**config.mk**
```make
export PLATFORM = sky130hd
export DESIGN_NAME = module_control_space_regs
export DESIGN_NICKNAME = d
export VERILOG_FILES = /design/src/core/ctl_space_pkg.sv /design/src/core/module_control_space_regs.sv
export SDC_FILE = /design/constraint.sdc
export NUM_CORES = 1
export LEC_CHECK = 0
export BUFFER_PORTS_ARGS = -buffer_cell sky130_fd_sc_hd__buf_2
export CAP_MARGIN = 40
export CORE_AREA = 2 2 216 218
export CTS_CLUSTER_DIAMETER = 30
export DETAILED_ROUTE_END_ITERATION = 7
export DIE_AREA = 0 0 218 220
export PLACE_DENSITY_LB_ADDON = 0.08
export SYNTH_ARGS = -nofsm -noshare
export SYNTH_HDL_FRONTEND = slang
export SYNTH_SLANG_ARGS = --single-unit
export TNS_END_PERCENT = 50
```
**constraint.sdc**
```tcl
create_clock -name ref_clk -period 2.86 [get_ports ref_clk]
set_input_delay 0.143 -clock ref_clk [delete_from_list [all_inputs] [get_ports ref_clk]]
set_output_delay 0.143 -clock ref_clk [all_outputs]
set_load 0.01 [all_outputs]
```
**src/core/ctl_space_pkg.sv**
```systemverilog
`default_nettype none
package ctl_space_pkg;

   // geometry of the module and its control space
   localparam int unsigned SUBPOS_N = 4;
   localparam int unsigned SUB_W = 2;
   localparam int unsigned ADDR_W = 16;
   localparam int unsigned GROUP_LSB = 8;
   localparam int unsigned DWORD_LSB = 3;
   localparam int unsigned STRING_BYTES = 32;
   localparam int unsigned STRING_IDX_W = 5;
   localparam int unsigned PHYS_W = 36;

   // byte offsets of the register groups within the module's control space
   localparam logic [11:0] OFS_PARITY_STATUS = 12'h000;
   localparam logic [11:0] OFS_SELECTIVE_RESET = 12'h100;
   localparam logic [11:0] OFS_IDENTITY_STRING = 12'h200;
   localparam logic [11:0] OFS_CHANGE_STRING = 12'h300;
   localparam logic [11:0] OFS_INTERPROC_IRQ = 12'h400;
   localparam logic [11:0] OFS_DEBUG_MAILBOX = 12'h500;
   localparam logic [11:0] OFS_MODULE_PRESENCE = 12'h600;
   localparam logic [11:0] OFS_BUS_ERROR = 12'h700;

   // field positions
   localparam int unsigned GLOBAL_PARITY_FLAG_BIT = 0;
   localparam int unsigned LOCAL_PARITY_FLAG_BIT = 1;
   localparam int unsigned SELECTIVE_CPU_RESET_BIT = 0;
   localparam int unsigned GLOBAL_PARITY_IRQ_BIT = 0;
   localparam int unsigned LOCAL_PARITY_IRQ_BIT = 1;
   localparam int unsigned DEBUG_REQUEST_IRQ_BIT = 2;
   localparam int unsigned VEC_NMI_BIT = 6;
   localparam int unsigned VEC_GENERAL_HI = 5;
   localparam int unsigned VEC_GENERAL_LO = 2;
   localparam int unsigned VEC_TIMER_BIT = 1;
   localparam int unsigned VEC_ERROR_BIT = 0;
   localparam int unsigned PERIPH_LO = 16;
   localparam int unsigned PERIPH_W = 16;
   localparam int unsigned LED_FIRST_BIT = 6;
   localparam int unsigned LED_SECOND_BIT = 7;
   localparam int unsigned POSITION_FIELD_W = 4;
   localparam logic [3:0] POSITION_EMPTY = 4'hF;

   // writable bits of the interprocessor interrupt register
   localparam logic [31:0] IRQ_WRITE_MASK = 32'hFFFF_007C;

   // reset values
   localparam logic [1:0] PARITY_STATUS_RST = 2'h0;
   localparam logic SELECTIVE_RESET_RST = 1'b1;
   localparam logic [2:0] BUS_ERROR_RST = 3'h0;
   localparam logic [31:0] INTERPROC_IRQ_RST = 32'h0000_0000;
   localparam logic [15:0] DEBUG_MAILBOX_RST = 16'h0000;

   // boot flash window in the physical space
   localparam logic [PHYS_W-1:0] BOOT_RANGE_LO = 36'h0_1FC0_0000;
   localparam logic [PHYS_W-1:0] BOOT_RANGE_HI = 36'h0_1FFF_FFFF;

   typedef enum logic [1:0] {
      SIZE_BYTE  = 2'h0,
      SIZE_HALF  = 2'h1,
      SIZE_WORD  = 2'h2,
      SIZE_DWORD = 2'h3
   } access_size_t;

   typedef enum logic [1:0] {
      ST_IDLE   = 2'b00,
      ST_ACCESS = 2'b01,
      ST_REPLY  = 2'b11
   } ctl_state_t;

   typedef struct packed {
      logic              write;
      logic              local_space;
      logic              external;
      logic [SUB_W-1:0]  master;
      logic [ADDR_W-1:0] addr;
      access_size_t      size;
      logic [63:0]       wdata;
   } ctl_req_t;

endpackage
`default_nettype wire

```
**src/core/module_control_space_regs.sv**
```systemverilog
`default_nettype none
module module_control_space_regs
   import ctl_space_pkg::*;
#(
   parameter logic [8*STRING_BYTES-1:0] IDENTITY_STRING = {STRING_BYTES{8'h20}},
   parameter logic [8*STRING_BYTES-1:0] CHANGE_STRING   = {STRING_BYTES{8'h30}},
   parameter logic [PHYS_W-1:0]         BOOT_LO         = BOOT_RANGE_LO,
   parameter logic [PHYS_W-1:0]         BOOT_HI         = BOOT_RANGE_HI
) (
   // clock and bus reset
   input  wire logic                                     ref_clk,
   input  wire logic                                     reset_n,
   // static straps
   input  wire logic                                     big_endian,
   input  wire logic [ADDR_W-1:12]                       module_base,
   // control-space access
   input  wire logic                                     req_valid,
   input  wire ctl_req_t                                 req,
   output logic                                          req_ack,
   output logic [63:0]                                   rsp_rdata,
   // bus parity events
   input  wire logic                                     global_parity_err,
   input  wire logic                                     local_parity_err,
   // interrupt clear from the target processor
   input  wire logic                                     irq_clr_valid,
   input  wire logic                                     irq_clr_local,
   input  wire logic [SUB_W-1:0]                         irq_clr_sub,
   input  wire logic [31:0]                              irq_clr_mask,
   // agent interrupts and control bits
   input  wire logic [SUBPOS_N-1:0][6:0]                 global_agent_irq,
   input  wire logic [SUBPOS_N-1:0][6:0]                 local_agent_irq,
   input  wire logic [SUBPOS_N-1:0][7:0]                 global_agent_ctrl,
   input  wire logic [SUBPOS_N-1:0][7:0]                 local_agent_ctrl,
   input  wire logic [SUBPOS_N-1:0]                      boot_mapped_out,
   // boot window steering
   input  wire logic                                     boot_rd_valid,
   input  wire logic [SUB_W-1:0]                         boot_rd_sub,
   input  wire logic [PHYS_W-1:0]                        boot_rd_addr,
   output logic                                          boot_select,
   output logic                                          memory_select,
   // processor module pins
   input  wire logic [SUBPOS_N*POSITION_FIELD_W-1:0]     position_identity,
   input  wire logic [SUBPOS_N-1:0]                      module_present_n,
   // per-processor outputs
   output logic [SUBPOS_N-1:0]                           selective_cpu_reset,
   output logic [SUBPOS_N-1:0][6:0]                      irq_vector,
   output logic [SUBPOS_N-1:0][PERIPH_W-1:0]             peripheral_irq,
   output logic [SUBPOS_N-1:0][15:0]                     debug_data,
   output logic [SUBPOS_N-1:0]                           led_error,
   output logic [SUBPOS_N-1:0]                           led_busy,
   output logic [SUBPOS_N-1:0]                           led_a,
   output logic [SUBPOS_N-1:0]                           led_b
);

   // lane mask for a narrow access; big endian mirrors lanes
   function automatic logic [7:0] lane_mask(input logic [2:0] a,
                                            input access_size_t sz,
                                            input logic big);
      logic [7:0] base;
      logic [7:0] m;
      logic [7:0] r;
      base = 8'hFF;
      case (sz)
         SIZE_BYTE: base = 8'h01;
         SIZE_HALF: base = 8'h03;
         SIZE_WORD: base = 8'h0F;
         default:   base = 8'hFF;
      endcase
      m = base << a;
      for (int k = 0; k < 8; k++) begin
         r[k] = m[7-k];
      end
      return big ? r : m;
   endfunction

   ctl_state_t state_reg;
   ctl_req_t   req_reg;

   logic [1:0]                     status_reg;
   logic [SUBPOS_N-1:0]            sre_reg;
   logic [SUBPOS_N-1:0][31:0]      irq_global_reg;
   logic [SUBPOS_N-1:0][31:0]      irq_local_reg;
   logic [SUBPOS_N-1:0][15:0]      debug_reg;
   logic [SUBPOS_N-1:0][2:0]       berr_reg;
   logic [63:0]                    rdata_reg;

   logic                           module_hit;
   logic                           mapped;
   logic [3:0]                     req_group;
   logic                           take;
   logic [3:0]                     group;
   logic [SUB_W-1:0]               target;
   logic [STRING_IDX_W-1:0]        str_idx;
   logic [63:0]                    lane_bits;
   logic [7:0]                     lanes;
   logic [63:0]                    wbits;
   logic                           do_write;
   logic                           own_target;
   logic                           wr_status;
   logic                           wr_sre;
   logic                           wr_irq;
   logic                           wr_debug;
   logic                           wr_berr;
   logic [SUBPOS_N*POSITION_FIELD_W-1:0] presence;

   // address comparator: module base and mapped offsets
   assign req_group  = req.addr[GROUP_LSB +: 4];
   assign module_hit = (req.addr[ADDR_W-1:12] == module_base);
   always_comb begin
      mapped = 1'b0;
      if (req.local_space) begin
         mapped = (req_group == OFS_INTERPROC_IRQ[GROUP_LSB +: 4]);
      end else begin
         mapped = (req.addr[11] == 1'b0);
      end
   end
   assign take = (state_reg == ST_IDLE) && req_valid && module_hit && mapped;

   // access sequencer: idle, access, reply
   always_ff @(posedge ref_clk) begin
      if (!reset_n) begin
         state_reg <= ST_IDLE;
         req_reg   <= '0;
      end else begin
         case (state_reg)
            ST_IDLE: begin
               if (take) begin
                  state_reg <= ST_ACCESS;
                  req_reg   <= req;
               end
            end
            ST_ACCESS: state_reg <= ST_REPLY;
            ST_REPLY:  state_reg <= ST_IDLE;
            default:   state_reg <= ST_IDLE;
         endcase
      end
   end

   assign req_ack   = (state_reg == ST_REPLY);
   assign rsp_rdata = rdata_reg;

   // decode of the latched access
   assign group      = req_reg.addr[GROUP_LSB +: 4];
   assign target     = req_reg.addr[DWORD_LSB +: SUB_W];
   assign str_idx    = req_reg.addr[DWORD_LSB +: STRING_IDX_W];
   assign own_target = !req_reg.external && (req_reg.master == target);
   assign lanes = lane_mask(req_reg.addr[2:0], req_reg.size, big_endian);
   always_comb begin
      lane_bits = '0;
      for (int k = 0; k < 8; k++) begin
         lane_bits[8*k +: 8] = {8{lanes[k]}};
      end
   end
   assign wbits    = req_reg.wdata & lane_bits;
   assign do_write = (state_reg == ST_ACCESS) && req_reg.write;
   assign wr_status = do_write && !req_reg.local_space
                      && (group == OFS_PARITY_STATUS[GROUP_LSB +: 4]);
   assign wr_sre    = do_write && !req_reg.local_space
                      && (group == OFS_SELECTIVE_RESET[GROUP_LSB +: 4]);
   assign wr_irq    = do_write && !own_target
                      && (group == OFS_INTERPROC_IRQ[GROUP_LSB +: 4]);
   assign wr_debug  = do_write && !req_reg.local_space && !own_target
                      && (group == OFS_DEBUG_MAILBOX[GROUP_LSB +: 4]);
   assign wr_berr   = do_write && !req_reg.local_space
                      && (group == OFS_BUS_ERROR[GROUP_LSB +: 4]);

   // presence fields, empty positions forced to the empty code
   always_comb begin
      presence = position_identity;
      for (int i = 0; i < SUBPOS_N; i++) begin
         if (module_present_n[i]) begin
            presence[POSITION_FIELD_W*i +: POSITION_FIELD_W] = POSITION_EMPTY;
         end
      end
   end

   // read data, right-justified; write-only and reserved bits read zero
   always_ff @(posedge ref_clk) begin
      if (!reset_n) begin
         rdata_reg <= '0;
      end else if (state_reg == ST_ACCESS) begin
         rdata_reg <= '0;
         if (!req_reg.write && !req_reg.local_space) begin
            case (group)
               OFS_PARITY_STATUS[GROUP_LSB +: 4]:
                  rdata_reg <= {62'h0, status_reg};
               OFS_IDENTITY_STRING[GROUP_LSB +: 4]:
                  rdata_reg <= {56'h0, IDENTITY_STRING[8*str_idx +: 8]};
               OFS_CHANGE_STRING[GROUP_LSB +: 4]:
                  rdata_reg <= {56'h0, CHANGE_STRING[8*str_idx +: 8]};
               OFS_MODULE_PRESENCE[GROUP_LSB +: 4]:
                  rdata_reg <= {48'h0, presence};
               OFS_BUS_ERROR[GROUP_LSB +: 4]:
                  rdata_reg <= {61'h0, berr_reg[target]};
               default:
                  rdata_reg <= '0;
            endcase
         end
      end
   end

   // parity status: events set, write-one clears, set wins
   always_ff @(posedge ref_clk) begin
      if (!reset_n) begin
         status_reg <= PARITY_STATUS_RST;
      end else begin
         status_reg <= (status_reg & ~(wr_status ? wbits[1:0] : 2'b00))
                       | {local_parity_err, global_parity_err};
      end
   end

   // selective reset per subposition, set by bus reset
   always_ff @(posedge ref_clk) begin
      if (!reset_n) begin
         sre_reg <= {SUBPOS_N{SELECTIVE_RESET_RST}};
      end else if (wr_sre) begin
         sre_reg[target] <= wbits[SELECTIVE_CPU_RESET_BIT];
      end
   end
   assign selective_cpu_reset = sre_reg;

   // interprocessor interrupts: written ones accumulate, processor clears
   always_ff @(posedge ref_clk) begin
      if (!reset_n) begin
         irq_global_reg <= {SUBPOS_N{INTERPROC_IRQ_RST}};
         irq_local_reg  <= {SUBPOS_N{INTERPROC_IRQ_RST}};
      end else begin
         for (int i = 0; i < SUBPOS_N; i++) begin
            logic [31:0] clr_g;
            logic [31:0] clr_l;
            logic [31:0] set_g;
            logic [31:0] set_l;
            clr_g = (irq_clr_valid && !irq_clr_local && irq_clr_sub == SUB_W'(i))
                    ? irq_clr_mask : 32'h0000_0000;
            clr_l = (irq_clr_valid && irq_clr_local && irq_clr_sub == SUB_W'(i))
                    ? irq_clr_mask : 32'h0000_0000;
            set_g = (wr_irq && !req_reg.local_space && target == SUB_W'(i))
                    ? (wbits[31:0] & IRQ_WRITE_MASK) : 32'h0000_0000;
            set_l = (wr_irq && req_reg.local_space && target == SUB_W'(i))
                    ? (wbits[31:0] & IRQ_WRITE_MASK) : 32'h0000_0000;
            irq_global_reg[i] <= (irq_global_reg[i] & ~clr_g) | set_g;
            irq_local_reg[i]  <= (irq_local_reg[i] & ~clr_l) | set_l;
         end
      end
   end

   // debug mailbox data
   always_ff @(posedge ref_clk) begin
      if (!reset_n) begin
         debug_reg <= {SUBPOS_N{DEBUG_MAILBOX_RST}};
      end else if (wr_debug) begin
         debug_reg[target] <= wbits[15:0];
      end
   end
   assign debug_data = debug_reg;

   // bus error flags: parity events and mailbox writes set, write-one clears
   always_ff @(posedge ref_clk) begin
      if (!reset_n) begin
         berr_reg <= {SUBPOS_N{BUS_ERROR_RST}};
      end else begin
         for (int i = 0; i < SUBPOS_N; i++) begin
            logic [2:0] set_b;
            logic [2:0] clr_b;
            set_b = '0;
            set_b[GLOBAL_PARITY_IRQ_BIT] = global_parity_err;
            set_b[LOCAL_PARITY_IRQ_BIT]  = local_parity_err;
            set_b[DEBUG_REQUEST_IRQ_BIT] = wr_debug && (target == SUB_W'(i));
            clr_b = (wr_berr && target == SUB_W'(i)) ? wbits[2:0] : 3'h0;
            berr_reg[i] <= (berr_reg[i] & ~clr_b) | set_b;
         end
      end
   end

   // interrupt vector per processor
   always_ff @(posedge ref_clk) begin
      if (!reset_n) begin
         irq_vector     <= '0;
         peripheral_irq <= '0;
      end else begin
         for (int i = 0; i < SUBPOS_N; i++) begin
            irq_vector[i][VEC_NMI_BIT] <= global_agent_irq[i][VEC_NMI_BIT]
                                          | local_agent_irq[i][VEC_NMI_BIT]
                                          | irq_global_reg[i][VEC_NMI_BIT]
                                          | irq_local_reg[i][VEC_NMI_BIT];
            irq_vector[i][VEC_GENERAL_HI:VEC_GENERAL_LO] <=
               global_agent_irq[i][VEC_GENERAL_HI:VEC_GENERAL_LO]
               | local_agent_irq[i][VEC_GENERAL_HI:VEC_GENERAL_LO]
               | irq_global_reg[i][VEC_GENERAL_HI:VEC_GENERAL_LO]
               | irq_local_reg[i][VEC_GENERAL_HI:VEC_GENERAL_LO];
            irq_vector[i][VEC_TIMER_BIT] <= global_agent_irq[i][VEC_TIMER_BIT];
            irq_vector[i][VEC_ERROR_BIT] <= global_agent_irq[i][VEC_ERROR_BIT]
                                            | local_agent_irq[i][VEC_ERROR_BIT]
                                            | (|berr_reg[i]);
            peripheral_irq[i] <= irq_global_reg[i][PERIPH_LO +: PERIPH_W]
                                 | irq_local_reg[i][PERIPH_LO +: PERIPH_W];
         end
      end
   end

   // front-panel indicators
   always_ff @(posedge ref_clk) begin
      if (!reset_n) begin
         led_error <= '0;
         led_busy  <= '0;
         led_a     <= '0;
         led_b     <= '0;
      end else begin
         for (int i = 0; i < SUBPOS_N; i++) begin
            led_error[i] <= global_agent_ctrl[i][LED_FIRST_BIT];
            led_busy[i]  <= global_agent_ctrl[i][LED_SECOND_BIT];
            led_a[i]     <= local_agent_ctrl[i][LED_FIRST_BIT];
            led_b[i]     <= local_agent_ctrl[i][LED_SECOND_BIT];
         end
      end
   end

   // boot window steering of reads
   always_ff @(posedge ref_clk) begin
      if (!reset_n) begin
         boot_select   <= 1'b0;
         memory_select <= 1'b0;
      end else begin
         logic in_win;
         in_win = (boot_rd_addr >= BOOT_LO) && (boot_rd_addr <= BOOT_HI)
                  && !boot_mapped_out[boot_rd_sub];
         boot_select   <= boot_rd_valid && in_win;
         memory_select <= boot_rd_valid && !in_win;
      end
   end

endmodule
`default_nettype wire

```
# ---- After elaboration in Yosys (flattened, before gate mapping)
# Index checks and enable logic that the tools add are counted.
dict set report totals {
  reg_bits 565
  input_bits 316
  out_inout_bits 243
  word_cells 253
}
dict set report classes {
  n_lt_le_gt_ge 5
  n_eq_ne 21
  n_shift 3
  mux 42
  n_bitwise 77
  reduce_logical 64
}
# operator count
set op_table {}
lappend op_table {{2-to-1 mux 32 bit} 16}
lappend op_table {{variable part select 256 x 9 -> 8 bit, first input constant} 2}
lappend op_table {{AND 32 bit} 9}
lappend op_table {{inverter 32 bit} 8}
lappend op_table {{OR 32 bit} 8}
lappend op_table {{one-hot mux 16 bit (5 select lines)} 1}
lappend op_table {{bitwise mux 64 bit} 1}
lappend op_table {{OR 16 bit} 4}
lappend op_table {{OR 4 bit} 12}
lappend op_table {{logical AND 1 bit} 47}
lappend op_table {{greater-or-equal comparator 36 x 29 -> 1 bit, second input constant} 1}
lappend op_table {{less-or-equal comparator 36 x 29 -> 1 bit, second input constant} 1}
lappend op_table {{demux 16 bit (select 2 bit)} 1}
lappend op_table {{2-to-1 mux 16 bit} 2}
lappend op_table {{one-hot mux 8 bit (3 select lines)} 1}
lappend op_table {{equality test 4 x 3 -> 1 bit, second input constant} 5}
lappend op_table {{2-to-1 mux 4 bit} 5}
lappend op_table {{OR 1 bit} 20}
lappend op_table {{2-to-1 mux 3 bit} 5}
lappend op_table {{AND 3 bit} 4}
lappend op_table {{equality test 2 bit, second input constant} 6}
lappend op_table {{inverter 3 bit} 4}
lappend op_table {{OR 3 bit} 4}
lappend op_table {{OR reduction 3 bit} 4}
lappend op_table {{24 further kinds} 41}

# ---- Longest topological paths before layout
# Gate-level depths: netlist of run 1.
dict set report depth {
  ltp_word 9
  depth_mapped 8
  depth_no_buf 4
}

# ---- Worst setup path before layout of run 1
# No wires, ideal clock.
dict set report synth_timing {
  path_type {reg2reg}
  startpoint {reg req_reg, in the netlist group[2]}
  endpoint {reg debug_reg, in the netlist debug_data[60]}
  setup_ns 0.134
  arrival_time_ns 1.594
  t_required_ns 2.726
  setup_slack_ns 1.133
  path_stages_with_launch 8
  n_path_buf 3
  period_less_slack_ns 1.727
  cell_sequence {dfxtp_1 buf_2 nand2b_1 nor4_2 and2_1 clkbuf_2 buf_2 o22ai_1}
}
dict set report synth_via {
  elab_chain_cells 2
}
# item line
set synth_lines {}
lappend synth_lines {{start, declared} module_control_space_regs.sv:77} ;# ctl_req_t req_reg;
lappend synth_lines {{start signal, assigned} module_control_space_regs.sv:129} ;# req_reg <= req;
lappend synth_lines {{equality test 4 x 3 -> 1 bit} module_control_space_regs.sv:163} ;# && (group == OFS_DEBUG_MAILBOX[GROUP_LSB +: 4]);
lappend synth_lines {{logical AND 1 bit} module_control_space_regs.sv:163}
lappend synth_lines {{end signal, assigned} module_control_space_regs.sv:250} ;# debug_reg <= {SUBPOS_N{DEBUG_MAILBOX_RST}};
lappend synth_lines {{end signal, assigned by index} module_control_space_regs.sv:252} ;# debug_reg[target] <= wbits[15:0];
lappend synth_lines {{end, declared} module_control_space_regs.sv:83} ;# logic [SUBPOS_N-1:0][15:0] debug_reg;
# No other way between the ends.
# A chain may end at the register's enable or synchronous reset.

# ---- Worst setup path after layout of run 1
dict set report layout_timing {
  startpoint {reg req_reg[85] (netlist bit)}
  endpoint {reg rdata_reg[14], in the netlist rsp_rdata[14]}
}
dict set report layout_via {
  elab_chain_cells 3
}
# item line
set layout_lines {}
lappend layout_lines {{zero test 1 bit} module_control_space_regs.sv:183} ;# if (!req_reg.write && !req_reg.local_space) begin
lappend layout_lines {{logical AND 1 bit} module_control_space_regs.sv:183}
lappend layout_lines {{2-to-1 mux 16 bit} module_control_space_regs.sv:183}
lappend layout_lines {{end signal, assigned} module_control_space_regs.sv:186} ;# rdata_reg <= {62'h0, status_reg};
lappend layout_lines {{end signal, assigned} module_control_space_regs.sv:188} ;# rdata_reg <= {56'h0, IDENTITY_STRING[8*str_idx +: 8]};
lappend layout_lines {{end signal, assigned} module_control_space_regs.sv:190} ;# rdata_reg <= {56'h0, CHANGE_STRING[8*str_idx +: 8]};
lappend layout_lines {{end, declared} module_control_space_regs.sv:85} ;# logic [63:0] rdata_reg;
# No other way between the ends.

==> results of run 1 <==
-- worst register-to-register path: stages, from the launching register on --
cell           delay (ns)
dfxtp_1              0.30
buf_4                0.20
nor4b_1              0.32
buf_4                0.20
nor2b_1              0.42
buf_4                0.25
o211ai_1             0.10
dlygate4sd3_1        0.58
a21oi_1              0.13
-- per-layer routing --
metal / GRT usage / up-vias
met3: 0.0484 / 109
met4: 0.103 / 0
met5: 0 / -
met2: 0.405 / 598
met1: 0.314 / 7932
li1: - / 7892
-- stage by stage --
step / instance area [um2] / cells / util / hold WS [ns]
final: 24300 / 3181 / 0.531 / 0.0505
after global routing: 24300 / 3179 / 0.531 / 0.112
after CTS: 24300 / 3178 / 0.531 / 0.0393
after detailed placement: 18900 / 2814 / 0.412 / 0.352
after global placement: 18900 / 2812 / 0.411 / 0.348
after floorplan: 16700 / 1982 / - / 0.257
-- repair_timing --
item | in CTS | in global routing
hold buffers | 176 | 0
hold endpoints to repair | 307 | 0
gates resized for setup | 0 | 0
-- path summary, 6_finish.rpt --
| check | startpoint | endpoint | slack [ns] | cells past startpoint |
|---|---|---|---|---|
| max | req_reg[85] | rsp_rdata[14] | 0.29 | 8 |
| max reg2reg | req_reg[85] | rsp_rdata[14] | 0.29 | 8 |
| min | module_present_n[1] | rsp_rdata[5] | 0.05 | 5 |
| min reg2reg | rsp_rdata[10] | rsp_rdata[10] | 0.45 | 2 |
-- power by group --
part | total [uW] | internal [uW] | switching [uW]
clock | 12200 | 8640 | 3570
sequential | 6040 | 6010 | 23.4
combinational | 839 | 364 | 474
total | 19100 | 15000 | 4060
-- cell usage after synthesis, types with 15 or more instances --
cell	n
and2_1	28
nor4_1	21
o211ai_1	24
clkbuf_1	117
dfxtp_1	426
a21oi_1	80
buf_4	69
inv_1	21
nand2b_1	15
nand2_1	265
o31ai_1	138
nand4_1	24
o22ai_1	60
nor2_1	173
nand3_1	237
buf_2	25
o21ai_0	105
-- layout make-up --
cell class	count	area, um2
clock inverters	50	751
flip-flops and latches	426	8530
well taps	607	759
diodes	3	7.51
clock buffers	138	2930
repair buffers	616	4200
multi-input cells	1320	7090
fillers	4232	21500
inverters	21	81.3
-- kinds of logic (layout without fill, tap and decap cells) --
logic type | Yosys count | after routing | synth area share
DFF | 426 | 426 | 0.516
buffers and inverters | 236 | 825 | 0.0712
and+or+nand+nor | 820 | 820 | 0.233
muxes | 5 | 5 | 0.00613
xor gates and xnor gates | 6 | 6 | 0.00318
AOI/OAI and AO/OA | 441 | 441 | 0.170
other | 1 | 51 | 0.000227
==> reports/metrics.csv, run 1 <==
stage,metric,value,unit
timing,final cycle utilization of the critical path,0.898,
clock_network,Num Clock Sinks,426,
clock_network,CTS tree,done,
global_route,total gr overflow,0,
logic_synthesis,"EDFF count, synth",0,
logic_synthesis,share of the yosys chip area belonging to registers,0.516,
logic_synthesis,post-synth top area cell,dfxtp_1,
drt,WL met3,3650,um
global_route,All-Layer GR Usage,0.246,
pwr,peak supply drop,0.480,mV
logic_synthesis,#FFs+latches synth,426,
worst_setup_path,biggest cell delay along the critical path,0.58,ns
die,CORE AREA,45900,um2
clock_network,clock slew at reported path FFs,0.05,ns
global_route,number of antenna violations at the first check in global routing,2,
drt,routed via count,16500,
hold_path,min-delay worst type,in2reg,
clock_network,Worst-Skew Late Latency,0.63,ns
finish,share of cells above drive strength 1,0.250,
timing,RSZ-0062 raised after global routing,no,
drt,wire per inst,19.1,um
worst_setup_path,crit-path cells,buf_4 -> nor4b_1 -> buf_4 -> nor2b_1 -> buf_4 -> o211ai_1 -> dlygate4sd3_1 -> a21oi_1,
logic_synthesis,post-synth design cell area,16500,um2
clock_network,H-tree Lvls,3,
logic_synthesis,Synth Warn #,0,
timing,final setup violation count,0,
worst_setup_path,maximum net fanout on the critical path,16,
die,I/O pins,559,
finish,"most common cell after layout, fill and taps aside",dfxtp_1,
logic_synthesis,ys async rst share,0,
die,Die Area,48000,um2
logic_synthesis,Synth top area share,0.516,
logic_synthesis,Cells after Synth,1935,
logic_synthesis,Netlist cell types,61,
timing,post-route minimum period,2.57,ns
die,starting density of the core,0.360,
timing,setup tns final,0,ns
logic_synthesis,"top cells by area, synth","dfxtp_1 (52%), nand3_1 (7.2%), o31ai_1 (6.3%)",
logic_synthesis,leading register cell type out of synthesis,dfxtp_1,
job,Max-cap violations,0,
run_status,run status,"complete, no violations",
logic_synthesis,syn_area_per_cell,8.54,um2
worst_setup_path,Startpoint Class,flip-flop,
drt,post-detailed-route via-to-cell ratio,5.20,
timing,final hold vios,0,
drt,highest routed layer,met4,
drt,DRT antenna net count,0,
drt,DRC,0,
timing,worst slew pin tran,0.942,ns
pwr,leakage,0.00964,uW
pwr,Tot Pwr,19100,uW
drt,final WL,60600,um
timing,Max-Slew Margin vs Limit,0.371,
clock_network,clock root cell,clkbuf_16,
global_route,first-pass GRT wire length,90900,um
drt,met2 WL,29000,um
clock_network,Post-CTS Setup Inserts,0,
finish,Area Growth Syn to Fin,47.3,%
worst_setup_path,sum of buffers and inverters on the critical path,4,
worst_setup_path,slowest CP cell,dlygate4sd3_1,
worst_setup_path,critical path class,reg2reg,
die,row count,79,
drt,First DRT Iteration DRCs,1048,
die,Die Wd,218,um
placed_design,pre-CTS setup slack,0.435,ns
clock_network,CTS Buf Count,102,
worst_setup_path,worst path arrival time,3.11,ns
worst_setup_path,most frequent CP cell,buf_4,
worst_setup_path,"CP delay by family, top",buffers and inverters,
drt,Metal-1 WL,26400,um
placed_design,RD Place Congestion,0.810,
placed_design,hpwl dp,38400,um
finish,nets,2803,
placed_design,IO buf count,390,
clock_network,Max clock buf depth,3,
die,Die H,220,um
finish,most frequent cells in the layout,"dfxtp_1 (426), buf_2 (390), nand2_1 (265)",
worst_setup_path,Crit. End Element,flip-flop,
timing,final slew viol count,0,
global_route,largest net degree at the start of global routing,158,
drt,Initial DRT Pass Iterations,5,
timing,clock skew,0.0232,ns
global_route,vias in the first global route,16200,
pwr,pwr dens,784,nW/um2
timing,Achievable Freq,389,MHz
worst_setup_path,worst endpoint required time,3.40,ns
timing,final worst slack,0.291,ns
Note: power is estimated with default switching activity, not from simulation.
==> run 2, diff against run 1 <==
- BUFFER_PORTS_ARGS: -buffer_cell sky130_fd_sc_hd__buf_2 -> -buffer_cell sky130_fd_sc_hd__buf_4
- CAP_MARGIN: 40 -> 30
- CTS_BUF_LIST: default -> sky130_fd_sc_hd__clkbuf_8
==> run 2 against run 1 <==
  * Combinational power is 11% higher
  * Critical path type unchanged
  * Wire length fell by 0.32%
  * Design area fell by 1.9%
  * Sequential cell count is the same
  * Non-clock buffer count is 2 higher
  * Largest cell class unchanged
  * Utilization fell by 1.0 points
==> reports/metrics.csv, run 2 (same netlist as run 1, synthesis figures left out) <==
stage,metric,value,unit,change
run_status,run status,"complete, no violations",,unchanged
worst_setup_path,maximum net fanout on the critical path,16,,unchanged
worst_setup_path,biggest cell delay along the critical path,0.58,ns,about the same
hold_path,Hold Path Depth,6,,was 5
pwr,clock share of power,0.528,,was 0.640
worst_setup_path,worst path arrival time,3.20,ns,was 3.11 ns
worst_setup_path,slowest CP cell,dlygate4sd3_1,,unchanged
worst_setup_path,Startpoint Class,flip-flop,,unchanged
die,Die Area,48000,um2,unchanged
global_route,total gr overflow,0,,unchanged
pwr,net load switching power,3490,uW,was 4060 uW
worst_setup_path,critical path class,reg2reg,,unchanged
drt,First DRT Iteration DRCs,1105,,was 1048
timing,worst slew pin tran,0.936,ns,was 0.942 ns
finish,"most common cell after layout, fill and taps aside",buf_4,,was dfxtp_1
global_route,first-pass GRT wire length,90900,um,about the same
timing,Achievable Freq,382,MHz,was 389 MHz
pwr,peak supply drop,0.357,mV,was 0.480 mV
timing,RSZ-0062 raised after global routing,no,,unchanged
pwr,sequential share of power,0.408,,was 0.316
placed_design,placed insts,2814,,unchanged
clock_network,Worst-Skew Late Latency,0.68,ns,was 0.63 ns
timing,post-route minimum period,2.62,ns,was 2.57 ns
clock_network,Max clock buf depth,3,,unchanged
timing,final slew viol count,0,,unchanged
hold_path,min-delay worst type,in2reg,,unchanged
worst_setup_path,worst endpoint required time,3.45,ns,was 3.40 ns
finish,Fill cells,4370,,was 4232
die,Die H,220,um,unchanged
finish,fin area,23900,um2,was 24300 um2
drt,post-detailed-route via-to-cell ratio,5.17,,was 5.20
pwr,sw frac,0.236,,was 0.213
clock_network,CTS Buf Count,104,,was 102
finish,Area Growth Syn to Fin,44.5,%,was 47.3%
placed_design,IO buf count,390,,unchanged
pwr,Gate power share,0.063,,was 0.044
job,Max-cap violations,0,,unchanged
placed_design,hpwl dp,39100,um,was 38400 um
clock_network,CTS tree,done,,unchanged
drt,final WL,60400,um,was 60600 um
timing,clock skew,0.0282,ns,was 0.0232 ns
pwr,P_int,11300,uW,was 15000 uW
global_route,largest net degree at the start of global routing,138,,was 158
clock_network,clock root cell,clkbuf_8,,was clkbuf_16
clock_network,Num Clock Sinks,426,,unchanged
clock_network,post-CTS sizing,0,,unchanged
timing,setup tns final,0,ns,unchanged
drt,Initial DRT Pass Iterations,5,,unchanged
worst_setup_path,Crit. End Element,flip-flop,,unchanged
placed_design,Post-Place Cell Area,19800,um2,was 18900 um2
timing,final worst slack,0.245,ns,was 0.291 ns
drt,routed via count,16500,,about the same
placed_design,RD Place Congestion,0.788,,was 0.810
worst_setup_path,crit-path cells,buf_4 -> nor4b_1 -> buf_4 -> nor2b_1 -> buf_4 -> o211ai_1 -> dlygate4sd3_1 -> a21oi_1,,unchanged
global_route,number of antenna violations at the first check in global routing,3,,was 2
worst_setup_path,Reg2Reg Depth,8,,unchanged
clock_network,Post-CTS Setup Inserts,0,,unchanged
timing,Max-Slew Margin vs Limit,0.375,,was 0.371
clock_network,H-tree Lvls,3,,unchanged
finish,share of cells above drive strength 1,0.248,,was 0.250
die,Die Wd,218,um,unchanged
placed_design,pre-CTS setup slack,0.451,ns,was 0.435 ns
timing,final hold vios,0,,unchanged
timing,final cycle utilization of the critical path,0.914,,was 0.898
drt,DRT antenna net count,0,,unchanged
die,I/O pins,559,,unchanged
timing,final setup violation count,0,,unchanged
die,starting density of the core,0.360,,unchanged
drt,DRC,0,,unchanged
die,CORE AREA,45900,um2,unchanged
finish,Final Non-Filler Cells,3181,,unchanged
global_route,All-Layer GR Usage,0.245,,was 0.246
drt,wire per inst,19.0,um,was 19.1 um
worst_setup_path,most frequent CP cell,buf_4,,unchanged
pwr,leakage,0.00926,uW,was 0.00964 uW
clock_network,clock slew at reported path FFs,0.05,ns,about the same
die,row count,79,,unchanged
finish,most frequent cells in the layout,"buf_4 (434), dfxtp_1 (426), nand2_1 (265)",,"was dfxtp_1 (426), buf_2 (390), nand2_1 (265)"
global_route,vias in the first global route,16100,,was 16200
finish,nets,2807,,was 2803
pwr,pwr dens,617,nW/um2,was 784 nW/um2
## run 2: cell types whose count changed in the layout (fill, tap and decap cells not counted), sizes merged
cell / delta
dlygate4sd3: +2
clkbuf: -19
bufinv: -6
inv: +16
diode: -1
clkinv: +8
## run 2: power groups by stage
stage | clock [uW] | sequential (uW) | combinational [uW]
4_1_cts | 7930 | 6020 | 932
2_1_floorplan | 0 | 6160 | 375
5_1_grt | 8250 | 6020 | 1010
3_5_place_dp | 0 | 6140 | 744
6_report | 7790 | 6020 | 935
3_3_place_gp | 0 | 6140 | 735
## run 2: final timing paths
check | startpoint | endpoint | slack (ns)
worst min-delay path | irq_clr_local | irq_global_reg[5] | 0.10
worst max-delay path | req_reg[85] | rsp_rdata[9] | 0.24
worst max register to register | req_reg[85] | rsp_rdata[9] | 0.24
worst min register to register | rsp_rdata[15] | rsp_rdata[15] | 0.45
## run 2: metal layers
| metal | global-route usage | vias up | share of wire |
|---|---|---|---|
| li1 | - | 7878 | - |
| met1 | 0.315 | 7857 | 0.43 |
| met2 | 0.406 | 617 | 0.48 |
| met3 | 0.0440 | 105 | 0.064 |
| met4 | 0.0957 | 2 | 0.025 |
| met5 | 0 | - | 0.00022 |
## run 2: through the flow
step / util / power (uW) / hold WS (ns)
detailed placement: 0.432 / 6890 / 0.354
floorplan: - / 6530 / 0.257
finish: 0.521 / 14700 / 0.104
global placement: 0.432 / 6880 / 0.350
CTS: 0.521 / 14900 / 0.0577
global route: 0.521 / 15300 / 0.126
## run 2: repair_timing
item | in CTS | in global routing
endpoints found under the setup margin | 0 | 0
hold endpoints to repair | 303 | 0
hold buffers | 178 | 0
## run 2: final cells by class
type / count / area, um2 / area share
Antenna cell: 2 / 5.00 / 0.000210
Tap cell: 607 / 759 / 0.0318
Clock inverter: 68 / 624 / 0.0261
Multi-Input combinational cell: 1320 / 7090 / 0.297
Clock buffer: 119 / 1640 / 0.0686
Inverter: 21 / 81.3 / 0.00341
Sequential cell: 426 / 8530 / 0.357
Timing Repair Buffer: 618 / 5150 / 0.216
## run 2: worst max-delay path: cells and delay by family (launching register included)
kind | cells | cell delay (ns)
compound gates | 2 | 0.24
simple gates | 2 | 0.77
buf+inv | 4 | 1.23
flops | 1 | 0.31
